<file path="config.mk">
export PLATFORM = sky130hd
export DESIGN_NAME = pmr_power_monitor
export DESIGN_NICKNAME = d
export VERILOG_FILES = /design/src/design/pmr_pkg.sv /design/src/design/pmr_sync3.sv /design/src/design/pmr_wonce.sv /design/src/design/pmr_power_monitor.sv
export SDC_FILE = /design/constraint.sdc
export NUM_CORES = 1
export LEC_CHECK = 0
export ABC_AREA = 1
export BUFFER_PORTS_ARGS = -buffer_cell sky130_fd_sc_hd__buf_2
export CAP_MARGIN = 20
export CORE_MARGIN = 10
export CORE_UTILIZATION = 40
export DETAILED_ROUTE_END_ITERATION = 7
export PLACE_DENSITY = 0.79
export SYNTH_ARGS = -nofsm -noshare
export SYNTH_HDL_FRONTEND = slang
export SYNTH_SLANG_ARGS = --single-unit
</file>
<file path="constraint.sdc">
create_clock -name i_clk -period 11.5 [get_ports i_clk]
set_input_delay 1.15 -clock i_clk [delete_from_list [all_inputs] [get_ports i_clk]]
set_output_delay 1.15 -clock i_clk [all_outputs]
set_load 0.01 [all_outputs]
</file>
<file path="src/design/pmr_pkg.sv">
package pmr_pkg;
	localparam int ADDR_W = 8;
	localparam logic [ADDR_W-1:0] ADDR_ID_HIGH = 8'h00;
	localparam logic [ADDR_W-1:0] ADDR_ID_LOW  = 8'h04;
	localparam logic [ADDR_W-1:0] ADDR_CTRL1   = 8'h08;
	localparam logic [ADDR_W-1:0] ADDR_CTRL2   = 8'h0c;

	// power_monitor_control_1 field positions
	localparam int C1_WARN_FLAG = 7;
	localparam int C1_WARN_ACK  = 6;
	localparam int C1_IRQ_EN    = 5;
	localparam int C1_DRST_EN   = 4;
	localparam int C1_STOP_EN   = 3;
	localparam int C1_DET_EN    = 2;
	localparam int C1_REF_BUF   = 0;

	// power_monitor_control_2 field positions
	localparam int C2_DET_LVL   = 5;
	localparam int C2_WARN_LVL  = 4;
	localparam int C2_PPD_FLAG  = 3;
	localparam int C2_PPD_ACK   = 2;
	localparam int C2_PPD_MODE  = 0;

	// reset values
	localparam logic RST_DRST_EN  = 1'b1;
	localparam logic RST_DET_EN   = 1'b1;
	localparam logic RST_STOP_EN  = 1'b0;
	localparam logic RST_IRQ_EN   = 1'b0;
	localparam logic RST_REF_BUF  = 1'b0;
	localparam logic RST_DET_LVL  = 1'b0;
	localparam logic RST_WARN_LVL = 1'b0;
	localparam logic RST_PPD_MODE = 1'b0;

	localparam logic [1:0] RESP_OKAY   = 2'b00;
	localparam logic [1:0] RESP_SLVERR = 2'b10;

	typedef enum logic [1:0] {
		WR_COLLECT = 2'b01,
		WR_RESP    = 2'b10
	} pmr_wr_state_type;

	typedef enum logic [1:0] {
		RD_IDLE = 2'b01,
		RD_RESP = 2'b10
	} pmr_rd_state_type;

	typedef struct packed {
		logic warn_flag;
		logic irq_en;
		logic stop_en;
		logic ref_buf;
		logic ppd_flag;
	} pmr_ctrl_type;

	localparam pmr_ctrl_type CTRL_RST = '{
		warn_flag: 1'b0,
		irq_en:    RST_IRQ_EN,
		stop_en:   RST_STOP_EN,
		ref_buf:   RST_REF_BUF,
		ppd_flag:  1'b0
	};
endpackage

</file>
<file path="src/design/pmr_sync3.sv">
`timescale 1ns/100ps
module pmr_sync3 (
	input  wire logic i_clk,
	input  wire logic i_rst,
	input  wire logic i_d,
	output logic      o_q
);
	logic s1_r;
	logic s2_r;
	logic s3_r;
	logic q_r;
	logic q_nxt;

	// a change only counts once two later stages agree
	always_comb begin
		q_nxt = (s2_r == s3_r) ? s3_r : q_r;
	end

	always_ff @(posedge i_clk or posedge i_rst) begin
		if (i_rst) begin
			s1_r <= 1'b0;
			s2_r <= 1'b0;
			s3_r <= 1'b0;
			q_r  <= 1'b0;
		end else begin
			s1_r <= i_d;
			s2_r <= s1_r;
			s3_r <= s2_r;
			q_r  <= q_nxt;
		end
	end

	assign o_q = q_r;
endmodule // pmr_sync3

</file>
<file path="src/design/pmr_wonce.sv">
`timescale 1ns/100ps
module pmr_wonce #(
	parameter logic RST_VAL = 1'b0
) (
	input  wire logic i_clk,
	input  wire logic i_rst_lock,
	input  wire logic i_rst_val,
	input  wire logic i_wr,
	input  wire logic i_d,
	output logic      o_q
);
	logic lock_r;
	logic lock_nxt;
	logic q_r;
	logic q_nxt;

	always_comb begin
		lock_nxt = lock_r | i_wr;
		q_nxt    = (i_wr && !lock_r) ? i_d : q_r;
	end

	always_ff @(posedge i_clk or posedge i_rst_lock) begin
		if (i_rst_lock) begin
			lock_r <= 1'b0;
		end else begin
			lock_r <= lock_nxt;
		end
	end

	// value may keep a separate reset so some resets leave it alone
	always_ff @(posedge i_clk or posedge i_rst_val) begin
		if (i_rst_val) begin
			q_r <= RST_VAL;
		end else begin
			q_r <= q_nxt;
		end
	end

	assign o_q = q_r;
endmodule // pmr_wonce

</file>
<file path="src/design/pmr_power_monitor.sv">
`timescale 1ns/100ps
module pmr_power_monitor
	import pmr_pkg::*;
#(
	parameter logic [7:0] PART_ID_LOW  = 8'h5a, // arbitrary value
	parameter logic [3:0] PART_ID_HIGH = 4'h3   // arbitrary value
) (
	input  wire logic              i_clk,
	input  wire logic              i_rst,
	input  wire logic              i_por,
	input  wire logic [ADDR_W-1:0] i_awaddr,
	input  wire logic              i_awvalid,
	output logic                   o_awready,
	input  wire logic [31:0]       i_wdata,
	input  wire logic [3:0]        i_wstrb,
	input  wire logic              i_wvalid,
	output logic                   o_wready,
	output logic [1:0]             o_bresp,
	output logic                   o_bvalid,
	input  wire logic              i_bready,
	input  wire logic [ADDR_W-1:0] i_araddr,
	input  wire logic              i_arvalid,
	output logic                   o_arready,
	output logic [31:0]            o_rdata,
	output logic [1:0]             o_rresp,
	output logic                   o_rvalid,
	input  wire logic              i_rready,
	input  wire logic              i_warn_active,
	input  wire logic              i_detect_event,
	input  wire logic              i_in_stop,
	input  wire logic              i_ppd_wake,
	output logic                   o_warn_irq,
	output logic                   o_detect_reset_req,
	output logic                   o_detect_active,
	output logic                   o_ref_buffer_en,
	output logic                   o_detect_level_select,
	output logic                   o_warning_level_select,
	output logic                   o_powerdown_mode_select
);
	logic              rst_any;
	logic              warn_s;
	logic              det_s;
	pmr_wr_state_type  wr_state_r;
	pmr_wr_state_type  wr_state_nxt;
	logic              awready_r;
	logic              awready_nxt;
	logic              wready_r;
	logic              wready_nxt;
	logic              aw_held_r;
	logic              aw_held_nxt;
	logic              w_held_r;
	logic              w_held_nxt;
	logic [ADDR_W-1:0] waddr_r;
	logic [ADDR_W-1:0] waddr_nxt;
	logic [7:0]        wdata_r;
	logic [7:0]        wdata_nxt;
	logic              wstrb0_r;
	logic              wstrb0_nxt;
	logic              bvalid_r;
	logic              bvalid_nxt;
	logic [1:0]        bresp_r;
	logic [1:0]        bresp_nxt;
	pmr_rd_state_type  rd_state_r;
	pmr_rd_state_type  rd_state_nxt;
	logic              arready_r;
	logic              arready_nxt;
	logic              rvalid_r;
	logic              rvalid_nxt;
	logic [31:0]       rdata_r;
	logic [31:0]       rdata_nxt;
	logic [1:0]        rresp_r;
	logic [1:0]        rresp_nxt;
	logic              wr_en;
	logic              wr_c1;
	logic              wr_c2;
	logic              mapped_w;
	logic              mapped_r;
	logic [7:0]        rd_byte;
	pmr_ctrl_type      ctrl_r;
	pmr_ctrl_type      ctrl_nxt;
	logic              warn_lvl_r;
	logic              warn_lvl_nxt;
	logic              drst_en;
	logic              det_en;
	logic              det_lvl;
	logic              ppd_mode;
	logic              irq_r;
	logic              irq_nxt;
	logic              det_act_r;
	logic              det_act_nxt;
	logic              rst_req_r;
	logic              rst_req_nxt;
	logic              c1_seen_r;
	logic              c2_seen_r;
	logic              rd_is_idlo;

	// either reset restarts the write-once locks and the bus
	assign rst_any = i_rst | i_por;

	pmr_sync3 u_sync_warn (
		.i_clk (i_clk),
		.i_rst (rst_any),
		.i_d   (i_warn_active),
		.o_q   (warn_s)
	);

	pmr_sync3 u_sync_det (
		.i_clk (i_clk),
		.i_rst (rst_any),
		.i_d   (i_detect_event),
		.o_q   (det_s)
	);

	// ---- write channel ----
	always_comb begin
		wr_state_nxt = wr_state_r;
		awready_nxt  = awready_r;
		wready_nxt   = wready_r;
		aw_held_nxt  = aw_held_r;
		w_held_nxt   = w_held_r;
		waddr_nxt    = waddr_r;
		wdata_nxt    = wdata_r;
		wstrb0_nxt   = wstrb0_r;
		bvalid_nxt   = bvalid_r;
		bresp_nxt    = bresp_r;
		wr_en        = 1'b0;
		case (wr_state_r)
			WR_COLLECT: begin
				if (i_awvalid && awready_r) begin
					aw_held_nxt = 1'b1;
					awready_nxt = 1'b0;
					waddr_nxt   = i_awaddr;
				end
				if (i_wvalid && wready_r) begin
					w_held_nxt = 1'b1;
					wready_nxt = 1'b0;
					wdata_nxt  = i_wdata[7:0];
					wstrb0_nxt = i_wstrb[0];
				end
				if (aw_held_r && w_held_r) begin
					wr_en        = 1'b1;
					aw_held_nxt  = 1'b0;
					w_held_nxt   = 1'b0;
					bvalid_nxt   = 1'b1;
					bresp_nxt    = mapped_w ? RESP_OKAY : RESP_SLVERR;
					wr_state_nxt = WR_RESP;
				end
			end
			WR_RESP: begin
				if (i_bready) begin
					bvalid_nxt   = 1'b0;
					awready_nxt  = 1'b1;
					wready_nxt   = 1'b1;
					wr_state_nxt = WR_COLLECT;
				end
			end
			default: begin
				wr_state_nxt = WR_COLLECT;
			end
		endcase
	end

	always_ff @(posedge i_clk or posedge rst_any) begin
		if (rst_any) begin
			wr_state_r <= WR_COLLECT;
			awready_r  <= 1'b1;
			wready_r   <= 1'b1;
			aw_held_r  <= 1'b0;
			w_held_r   <= 1'b0;
			waddr_r    <= '0;
			wdata_r    <= '0;
			wstrb0_r   <= 1'b0;
			bvalid_r   <= 1'b0;
			bresp_r    <= RESP_OKAY;
		end else begin
			wr_state_r <= wr_state_nxt;
			awready_r  <= awready_nxt;
			wready_r   <= wready_nxt;
			aw_held_r  <= aw_held_nxt;
			w_held_r   <= w_held_nxt;
			waddr_r    <= waddr_nxt;
			wdata_r    <= wdata_nxt;
			wstrb0_r   <= wstrb0_nxt;
			bvalid_r   <= bvalid_nxt;
			bresp_r    <= bresp_nxt;
		end
	end

	// id registers answer OKAY but store nothing
	assign mapped_w = (waddr_r == ADDR_ID_HIGH) || (waddr_r == ADDR_ID_LOW) ||
		(waddr_r == ADDR_CTRL1) || (waddr_r == ADDR_CTRL2);
	assign wr_c1 = wr_en && wstrb0_r && (waddr_r == ADDR_CTRL1);
	assign wr_c2 = wr_en && wstrb0_r && (waddr_r == ADDR_CTRL2);

	// ---- read channel ----
	assign mapped_r = (i_araddr == ADDR_ID_HIGH) || (i_araddr == ADDR_ID_LOW) ||
		(i_araddr == ADDR_CTRL1) || (i_araddr == ADDR_CTRL2);
	assign rd_is_idlo = (i_araddr == ADDR_ID_LOW);

	always_comb begin
		case (i_araddr)
			ADDR_ID_HIGH: rd_byte = {4'h0, PART_ID_HIGH};
			ADDR_ID_LOW:  rd_byte = PART_ID_LOW;
			ADDR_CTRL1:   rd_byte = {ctrl_r.warn_flag, 1'b0, ctrl_r.irq_en, drst_en,
				ctrl_r.stop_en, det_en, 1'b0, ctrl_r.ref_buf};
			ADDR_CTRL2:   rd_byte = {2'b00, det_lvl, warn_lvl_r, ctrl_r.ppd_flag,
				2'b00, ppd_mode};
			default:      rd_byte = 8'h00;
		endcase
	end

	always_comb begin
		rd_state_nxt = rd_state_r;
		arready_nxt  = arready_r;
		rvalid_nxt   = rvalid_r;
		rdata_nxt    = rdata_r;
		rresp_nxt    = rresp_r;
		case (rd_state_r)
			RD_IDLE: begin
				if (i_arvalid && arready_r) begin
					arready_nxt  = 1'b0;
					rvalid_nxt   = 1'b1;
					rdata_nxt    = {24'h000000, rd_byte};
					rresp_nxt    = mapped_r ? RESP_OKAY : RESP_SLVERR;
					rd_state_nxt = RD_RESP;
				end
			end
			RD_RESP: begin
				if (i_rready) begin
					rvalid_nxt   = 1'b0;
					arready_nxt  = 1'b1;
					rd_state_nxt = RD_IDLE;
				end
			end
			default: begin
				rd_state_nxt = RD_IDLE;
			end
		endcase
	end

	always_ff @(posedge i_clk or posedge rst_any) begin
		if (rst_any) begin
			rd_state_r <= RD_IDLE;
			arready_r  <= 1'b1;
			rvalid_r   <= 1'b0;
			rdata_r    <= '0;
			rresp_r    <= RESP_OKAY;
		end else begin
			rd_state_r <= rd_state_nxt;
			arready_r  <= arready_nxt;
			rvalid_r   <= rvalid_nxt;
			rdata_r    <= rdata_nxt;
			rresp_r    <= rresp_nxt;
		end
	end

	// ---- write-once fields ----
	pmr_wonce #(.RST_VAL(RST_DRST_EN)) u_drst_en (
		.i_clk      (i_clk),
		.i_rst_lock (rst_any),
		.i_rst_val  (rst_any),
		.i_wr       (wr_c1),
		.i_d        (wdata_r[C1_DRST_EN]),
		.o_q        (drst_en)
	);

	pmr_wonce #(.RST_VAL(RST_DET_EN)) u_det_en (
		.i_clk      (i_clk),
		.i_rst_lock (rst_any),
		.i_rst_val  (rst_any),
		.i_wr       (wr_c1),
		.i_d        (wdata_r[C1_DET_EN]),
		.o_q        (det_en)
	);

	// detect level survives every reset except power-on
	pmr_wonce #(.RST_VAL(RST_DET_LVL)) u_det_lvl (
		.i_clk      (i_clk),
		.i_rst_lock (rst_any),
		.i_rst_val  (i_por),
		.i_wr       (wr_c2),
		.i_d        (wdata_r[C2_DET_LVL]),
		.o_q        (det_lvl)
	);

	pmr_wonce #(.RST_VAL(RST_PPD_MODE)) u_ppd_mode (
		.i_clk      (i_clk),
		.i_rst_lock (rst_any),
		.i_rst_val  (rst_any),
		.i_wr       (wr_c2),
		.i_d        (wdata_r[C2_PPD_MODE]),
		.o_q        (ppd_mode)
	);

	// ---- status and control ----
	always_comb begin
		ctrl_nxt = ctrl_r;
		if (wr_c1) begin
			ctrl_nxt.irq_en  = wdata_r[C1_IRQ_EN];
			ctrl_nxt.stop_en = wdata_r[C1_STOP_EN];
			ctrl_nxt.ref_buf = wdata_r[C1_REF_BUF];
		end
		// level set also catches a warning already present after reset; set wins
		ctrl_nxt.warn_flag = warn_s |
			(ctrl_r.warn_flag & ~(wr_c1 & wdata_r[C1_WARN_ACK]));
		ctrl_nxt.ppd_flag = i_ppd_wake |
			(ctrl_r.ppd_flag & ~(wr_c2 & wdata_r[C2_PPD_ACK]));
		warn_lvl_nxt = wr_c2 ? wdata_r[C2_WARN_LVL] : warn_lvl_r;
		irq_nxt      = ctrl_nxt.irq_en & ctrl_nxt.warn_flag;
		det_act_nxt  = det_en & (~i_in_stop | ctrl_r.stop_en);
		rst_req_nxt  = det_act_r & drst_en & det_s;
	end

	always_ff @(posedge i_clk or posedge rst_any) begin
		if (rst_any) begin
			ctrl_r    <= CTRL_RST;
			irq_r     <= 1'b0;
			det_act_r <= 1'b0;
			rst_req_r <= 1'b0;
		end else begin
			ctrl_r    <= ctrl_nxt;
			irq_r     <= irq_nxt;
			det_act_r <= det_act_nxt;
			rst_req_r <= rst_req_nxt;
		end
	end

	always_ff @(posedge i_clk or posedge i_por) begin
		if (i_por) begin
			warn_lvl_r <= RST_WARN_LVL;
		end else begin
			warn_lvl_r <= warn_lvl_nxt;
		end
	end

	// helper state for checks only
	always_ff @(posedge i_clk or posedge rst_any) begin
		if (rst_any) begin
			c1_seen_r <= 1'b0;
			c2_seen_r <= 1'b0;
		end else begin
			c1_seen_r <= c1_seen_r | wr_c1;
			c2_seen_r <= c2_seen_r | wr_c2;
		end
	end

	assign o_awready               = awready_r;
	assign o_wready                = wready_r;
	assign o_bvalid                = bvalid_r;
	assign o_bresp                 = bresp_r;
	assign o_arready               = arready_r;
	assign o_rvalid                = rvalid_r;
	assign o_rdata                 = rdata_r;
	assign o_rresp                 = rresp_r;
	assign o_warn_irq              = irq_r;
	assign o_detect_reset_req      = rst_req_r;
	assign o_detect_active         = det_act_r;
	assign o_ref_buffer_en         = ctrl_r.ref_buf;
	assign o_detect_level_select   = det_lvl;
	assign o_warning_level_select  = warn_lvl_r;
	assign o_powerdown_mode_select = ppd_mode;
endmodule // pmr_power_monitor

</file>
==> metrics.cfg, run 1 <==
[timing]
finalSetupViolCount=0
period_share=0.187
setup_slack_ns=9.34
finalHoldViolCount=0
worst_slew_pin_slew_ns=0.707
rsz0062_at_grt=no
relSlewSlack=0.529
finalSetupTns_ns=0
post-route-min-period_ns=2.16
skew_ns=0.00587
maxSlewViolCount=0
max_freq_mhz=464

[place]
port_buffers=56
hpwl_um=4130
post-place-ws_ns=9.33
dpl_cell_area_um2=2970
gp_congestion=0.811

[setup_path]
crit_family=flip-flops
cpPeakStageDelay_ns=0.55
worst_ep_required_time_ns=10.35
crit_buf_inv=1
crit_path_cell_trace=buf_2
startpoint_type=flip-flop
endpoint_kind=output port
arrival_ns=1.01
slowest_stage=dfstp_2
path_class=reg2out
cp_max_fo=3

[clock_network]
cts_setup_buffers=0
clk_pin_slew_worst_paths_ns=0.06
h-tree-depth=3
cts_tree=done
cts_made_buffers=9
post_cts_resized=0
cts_hold_buf=0
root_buffer=clkbuf_8
cts.path.max_buffers=2
clock_sinks=61
clkLatencyLatePin_ns=0.33

[finish]
register_area_um2=1540
final_area_um2=3130
drive_gt1_frac=0.337
multi_input_area_um2=928
fillCellCount=623
area_delta_synth_final_pct=15.8
final_nets=394
num_antenna_cells=0

[grt]
antenna_found_initial=0
overflow=0
grt_usage=0.103
first_global_vias=1829
grt_first_pass_wirelength_um=8320
grt_max_degree=60

[die]
row_count=29
die_y_um=102
ios=112
start_util=0.419
core-area_um2=6460
fp.dieW_um=102
die_area_um2=10400

[synthesis]
synth_cell_types=29
yosys.area.top_type_share=0.500
synth_area_leaders=dfrtp_1 50%, nand2_1 7.4%, buf_4 7.2%
ys_warn_count=0
ys_seq_area_frac=0.568
synthesis.area_um2=2700
synth.ff_latch_count=61
synth_top_area_cell=dfrtp_1
syn_area_per_cell_um2=10.2
netlist_instances=266

[power]
p_switching_mw=0.192
p_int_mw=0.425
power.density_nw_per_um2=197
p_comb_frac=0.243
switching_share=0.312
p_leak_nw=1.72
pwr-share-clk=0.254
ir_drop_mv=0.140
total_power_mw=0.618
p_seq_frac=0.503

[hold_path]
hp-class=reg2reg

[routing]
drtIter0Drc=48
ant_nets=0
finalWirelength_um=5310
post-route-drc-count=0
vias=1836
drt-pass1-iter-count=4
routedWlPerCell_um=12.9
via_per_inst=4.46

[status]
outcome=finished, final reports clean

[job]
max_cap_violations=0

-- sequential cells by signal, indices dropped and copies added, names as in the netlist, 2 cells and up --
register,cells
o_rdata,8
waddr_r,8
wdata_r,6
ctrl_r,4
rd_state_r,2
wr_state_r,2
-- worst paths after layout --
path	from	to	slack, ns	cells after the start
max in group asynchronous	i_por	w_held_r	9.93	3
setup / recovery	o_awready	o_awready	9.34	1
hold reg to reg	u_sync_warn.s1_r	u_sync_warn.s2_r	0.35	0
min in group asynchronous	i_por	u_det_lvl.o_q	0.70	2
hold / removal	u_sync_warn.s1_r	u_sync_warn.s2_r	0.35	0
setup reg to reg	wr_state_r[0]	o_warn_irq	9.92	7
-- cells in the final DEF (no fill, tap or decap), drive strengths merged --
master / synthesis / final
nand2: 61 / 61
buf: 28 / 57
dfrtp: 54 / 54
inv: 32 / 32
conb: 1 / 26
nor2: 24 / 24
nand3: 14 / 14
clkbuf: 1 / 14
mux2: 13 / 13
o21ai: 9 / 9
dfstp: 7 / 7
nand4: 6 / 6
a21oi: 6 / 6
maj3: 2 / 2
o2111ai: 2 / 2
clkinv: 0 / 2
nor3: 1 / 1
nor4: 1 / 1
a31oi: 1 / 1
a21o: 1 / 1
and3: 1 / 1
and2: 1 / 1
-- cell type report --
class                      count  share of cell area
clock buffer                  14              0.0488
sequential                    61               0.490
inverter                      32              0.0384
tap                           77              0.0308
timing repair buffer          57              0.0919
clock inverter                 2             0.00320
multi-input combinational    169               0.297
-- stage by stage --
step	hold WS (ns)	instances	util
after floorplan	0.331	291	-
after global placement	0.333	396	0.460
after detailed placement	0.337	396	0.460
after CTS	0.352	412	0.485
after global routing	0.362	412	0.485
final	0.349	412	0.485
-- power groups by stage --
stage | clock network [mW] | registers (mW) | logic (mW)
floorplan | 0 | 0.312 | 0.118
global placement | 0 | 0.311 | 0.147
detailed placement | 0 | 0.314 | 0.152
CTS | 0.162 | 0.311 | 0.153
global route | 0.175 | 0.317 | 0.170
finish | 0.157 | 0.311 | 0.150
-- per-layer routing --
layer | GRT usage | up-vias | wire length [um]
met5 | 0 | - | 0
met3 | 0.0634 | 7 | 655
met2 | 0.161 | 80 | 2350
met1 | 0.115 | 826 | 2260
met4 | 0.0293 | 0 | 45
li1 | - | 923 | -
-- kinds of logic after synthesis --
logic type | share of synthesized area
AOI/OAI and AO/OA | 0.0393
muxes | 0.0625
other | 0.00139
and+or+nand+nor | 0.195
adders and majority gates | 0.00740
buffers and inverters | 0.126
DFF | 0.568
-- cell usage after synthesis (all sizes together) --
library cell	number
a21o	1
a21oi	6
a31oi	1
and2	1
and3	1
buf	28
clkbuf	1
conb	1
dfrtp	54
dfstp	7
inv	32
maj3	2
mux2	13
nand2	61
nand3	14
nand4	6
nor2	24
nor3	1
nor4	1
o2111ai	2
o21ai	9
No activity file was read; power rests on OpenSTA's default activity.
==> run 2: changes to the inputs <==
clock period = 2.09 ns   (was 11.5 ns; I/O delays follow)
==> metrics.cfg, run 2 (synthesis gave the netlist of run 1 again) <==
[status]
outcome=finished, final reports clean

[timing]
period_share=0.777
relSlewSlack=0.531
finalSetupTns_ns=0
rsz0062_at_grt=no
skew_ns=0.00276
post-route-min-period_ns=1.62
finalSetupViolCount=0
maxSlewViolCount=0
worst_slew_pin_slew_ns=0.703
finalHoldViolCount=0
max_freq_mhz=616
setup_slack_ns=0.466

[grt]
grt_max_degree=60
grt_first_pass_wirelength_um=9140
first_global_vias=1998
use_met1=0.130
antenna_found_initial=0
overflow=0
grtUsageMet3=0.0661
grt_usage=0.112
globalRoute.busiestLayer=met2
met2_usage=0.172

[clock_network]
h-tree-depth=3
cts.path.max_buffers=2
cts_setup_buffers=0
cts_tree=done
clkLatencyLatePin_ns=0.33
root_buffer=clkbuf_8
clk_pin_slew_worst_paths_ns=0.06
post_cts_resized=0
cts_made_buffers=9
clock_sinks=61

[die]
core-area_um2=6460
die_area_um2=10400
ios=112
start_util=0.419
die_y_um=102
fp.dieW_um=102
row_count=29

[routing]
drt-pass1-iter-count=4
via_per_inst=4.49
drtIter0Drc=56
vias=1863
ant_nets=0
finalWirelength_um=5410
post-route-drc-count=0
routedWlPerCell_um=13.0

[setup_path]
cp_max_fo=11
endpoint_kind=flip-flop
slowest_stage=dfstp_2
cp_common_cell=nand2_2
arrival_ns=1.85
crit_path_cell_trace=nand2_2, nor3_4, nand2_2, nand2_1, nand2_2, nand2_2, inv_2
startpoint_type=flip-flop
cpPeakStageDelay_ns=0.54
worst_ep_required_time_ns=2.32
path_class=reg2reg

[finish]
num_antenna_cells=0
drive_gt1_frac=0.340
layout_commonest_cell=buf_2
fillCellCount=605
register_area_um2=1540
area_delta_synth_final_pct=17.7
final_cell_mix=56 x buf_2, 54 x dfrtp_1, 53 x nand2_1
final_nets=398
multi_input_area_um2=928

[job]
max_cap_violations=0

[place]
gp_congestion=0.776
hpwl_um=4200
post-place-ws_ns=0.475
port_buffers=56

[power]
p_leak_nw=1.75
total_power_mw=3.47
power.density_nw_per_um2=1090
ir_drop_mv=0.777

[hold_path]
hp-class=in2reg

==> run 2: changes by cell type in the layout (fill, tap and decap cells not counted), sizes merged <==
cell and delta:
dlygate4sd3 +3, buf +1, clkinv -1
==> run 2: through the flow <==
stage	std cells	instance area [um^2]	util	hold WS, ns
after global placement	397	2980	0.461	0.0977
after CTS	415	3180	0.493	0.0427
after floorplan	291	2810	-	-0.0498
after detailed placement	397	2980	0.461	0.103
after global routing	415	3180	0.493	0.0422
final	415	3180	0.493	0.0533
==> run 2: report_power, final <==
group          switching [mW]  total, mW  internal, mW
clock network           0.401      0.921         0.520
logic                   0.467      0.844         0.377
registers               0.200       1.71          1.51
total                    1.07       3.47          2.41
==> run 2: metal layers <==
| metal | vias up | share of wire | wire length [um] |
|---|---|---|---|
| li1 | 924 | - | - |
| met1 | 847 | 0.43 | 2320 |
| met2 | 84 | 0.42 | 2290 |
| met3 | 8 | 0.14 | 753 |
| met4 | 0 | 0.0089 | 48 |
| met5 | - | 0 | 0 |
==> run 2: what timing repair did <==
item / CTS / global route
hold endpoints to repair: 4 / 0
endpoints found under the setup margin: 0 / 0
hold buffers: 3 / 0
==> run 2: worst max-delay path, delay by kind of cell, from the launching register on <==
kind / cells / cell delay (ns)
AND/OR/NAND/NOR: 6 / 0.96
flip-flops: 1 / 0.54
buffers and inverters: 1 / 0.03
==> run 2: layout make-up <==
| type | instances | share of cell area |
|---|---|---|
| Clock buffer | 14 | 0.0542 |
| Clock inverter | 1 | 0.00157 |
| Inverter | 32 | 0.0377 |
| Multi-Input combinational cell | 169 | 0.292 |
| Sequential cell | 61 | 0.482 |
| Tap cell | 77 | 0.0303 |
| Timing Repair Buffer | 61 | 0.102 |
==> run 2: final timing paths <==
kind	from	endpoint	slack, ns	cells past startpoint
min in group asynchronous	i_rst	o_rresp[1]	0.12	3
hold / removal	i_in_stop	o_detect_active	0.05	2
setup reg to reg	wr_state_r[0]	o_warn_irq	0.47	7
max in group asynchronous	i_por	o_ref_buffer_en	0.89	4
hold reg to reg	u_sync_warn.s1_r	u_sync_warn.s2_r	0.35	0
setup / recovery	wr_state_r[0]	o_warn_irq	0.47	7
==> run 3: changes to the inputs <==
clock period = 1.5 ns   (was 2.09 ns; I/O delays follow)
==> metrics.cfg, run 3 (synthesis gave the netlist of run 1 again) <==
[status]
outcome=finished, final reports clean

[die]
die_y_um=102
fp.dieW_um=102
ios=112
die_area_um2=10400
start_util=0.419
core-area_um2=6460
row_count=29

[place]
post-place-ws_ns=0.0281
hpwl_um=4210
port_buffers=56
dpl_cell_area_um2=3020
gp_congestion=0.808

[timing]
setup_slack_ns=0.0956
post-route-min-period_ns=1.40
finalHoldViolCount=0
finalSetupViolCount=0
period_share=0.936
maxSlewViolCount=0
skew_ns=0.0116
rsz0062_at_grt=no
finalSetupTns_ns=0
max_freq_mhz=712

[grt]
grt_max_degree=60
antenna_found_initial=0
grtUsageMet3=0.0661
overflow=0
globalRoute.busiestLayer=met2
grt_usage=0.116
met2_usage=0.176
use_met1=0.136
first_global_vias=2010
grt_first_pass_wirelength_um=9390

[power]
switching_share=0.312
power.density_nw_per_um2=1490
p_switching_mw=1.53
p_seq_frac=0.487
ir_drop_mv=1.09
p_leak_nw=1.80
p_comb_frac=0.256
pwr-share-clk=0.256
p_int_mw=3.38

[setup_path]
cp_max_fo=10
arrival_ns=1.63
worst_ep_required_time_ns=1.72
endpoint_kind=flip-flop
startpoint_type=flip-flop
path_class=reg2reg

[routing]
ant_nets=0
post-route-drc-count=0
drtIter0Drc=70
via_per_inst=4.49
routedWlPerCell_um=13.1
vias=1909
finalWirelength_um=5580
drt-pass1-iter-count=4

[finish]
num_antenna_cells=0
layout_commonest_cell=buf_2
fillCellCount=599
final_cell_mix=56 x buf_2, 54 x dfrtp_1, 53 x nand2_1
drive_gt1_frac=0.348
final_nets=407
final_area_um2=3290
area_delta_synth_final_pct=21.5

[hold_path]
hp-class=in2reg

[clock_network]
cts_made_buffers=9
h-tree-depth=3
clk_pin_slew_worst_paths_ns=0.07
clkLatencyLatePin_ns=0.34
root_buffer=clkbuf_8
clock_sinks=61
cts_tree=done
cts.path.max_buffers=2

[job]
max_cap_violations=0

[run 3: changes by cell type in the layout (fill, tap and decap cells not counted)]
cell           delta
dlygate4sd3_1     +3
buf_12            +2
clkbuf_1          +1
nand3_4           +1
buf_4             +4
clkinv_2          +1
nand3_2           -1
clkbuf_8          -1
[run 3: per-stage QoR]
stage / power [mW] / hold WS (ns) / utilization / std cells
2_1_floorplan: 3.30 / -0.109 / - / 291
3_3_place_gp: 3.57 / 0.0388 / 0.467 / 399
6_report: 4.91 / 0.0376 / 0.509 / 425
5_1_grt: 5.25 / 0.0255 / 0.509 / 425
3_5_place_dp: 3.64 / 0.0460 / 0.467 / 399
4_1_cts: 4.94 / 0.0193 / 0.503 / 421
[run 3: final timing paths]
check	from	slack [ns]	cells past startpoint	endpoint
max in group asynchronous	i_por	0.68	4	u_det_en.o_q
min in group asynchronous	i_por	0.25	3	o_warning_level_select
worst min-delay path	i_awaddr[5]	0.04	2	waddr_r[5]
worst max register to register	wr_state_r[0]	0.1	4	wdata_r[4]
worst min register to register	u_sync_warn.s1_r	0.35	0	u_sync_warn.s2_r
worst max-delay path	wr_state_r[0]	0.1	4	wdata_r[4]
[run 3: power groups by stage]
stage / logic [mW] / registers [mW] / clock network (mW)
6_report: 1.26 / 2.39 / 1.26
5_1_grt: 1.42 / 2.44 / 1.40
4_1_cts: 1.25 / 2.39 / 1.31
3_5_place_dp: 1.23 / 2.41 / 0
3_3_place_gp: 1.18 / 2.39 / 0
2_1_floorplan: 0.902 / 2.39 / 0
[run 3: area by class of cell]
class / instances / area (um^2) / area share
clock buffer: 14 / 163 / 0.0495
clock inverter: 2 / 10.0 / 0.00305
inverter: 32 / 120 / 0.0366
multi-input combinational: 169 / 936 / 0.285
sequential: 61 / 1540 / 0.467
tap: 77 / 96.3 / 0.0293
timing repair buffer: 70 / 425 / 0.129
[run 3: layer usage]
layer	up-vias	part of all wire	wire (um)
li1	947	-	-
met2	76	0.44	2430
met5	-	0	0
met3	8	0.12	675
met4	0	0.013	70
met1	878	0.43	2400
[run 3: critical path: stages (launching register included)]
cell and delay [ns]:
dfstp_2 0.54, nand2_2 0.10, inv_2 0.10, nand3_2 0.22, mux2_2 0.34
[run 3: timing repair]
item | in CTS | in global routing
setup buffers | 0 | 4
setup endpoints to repair | 0 | 9
resized for setup | 0 | 1
hold buffers | 6 | 0
hold endpoints to repair | 58 | 0
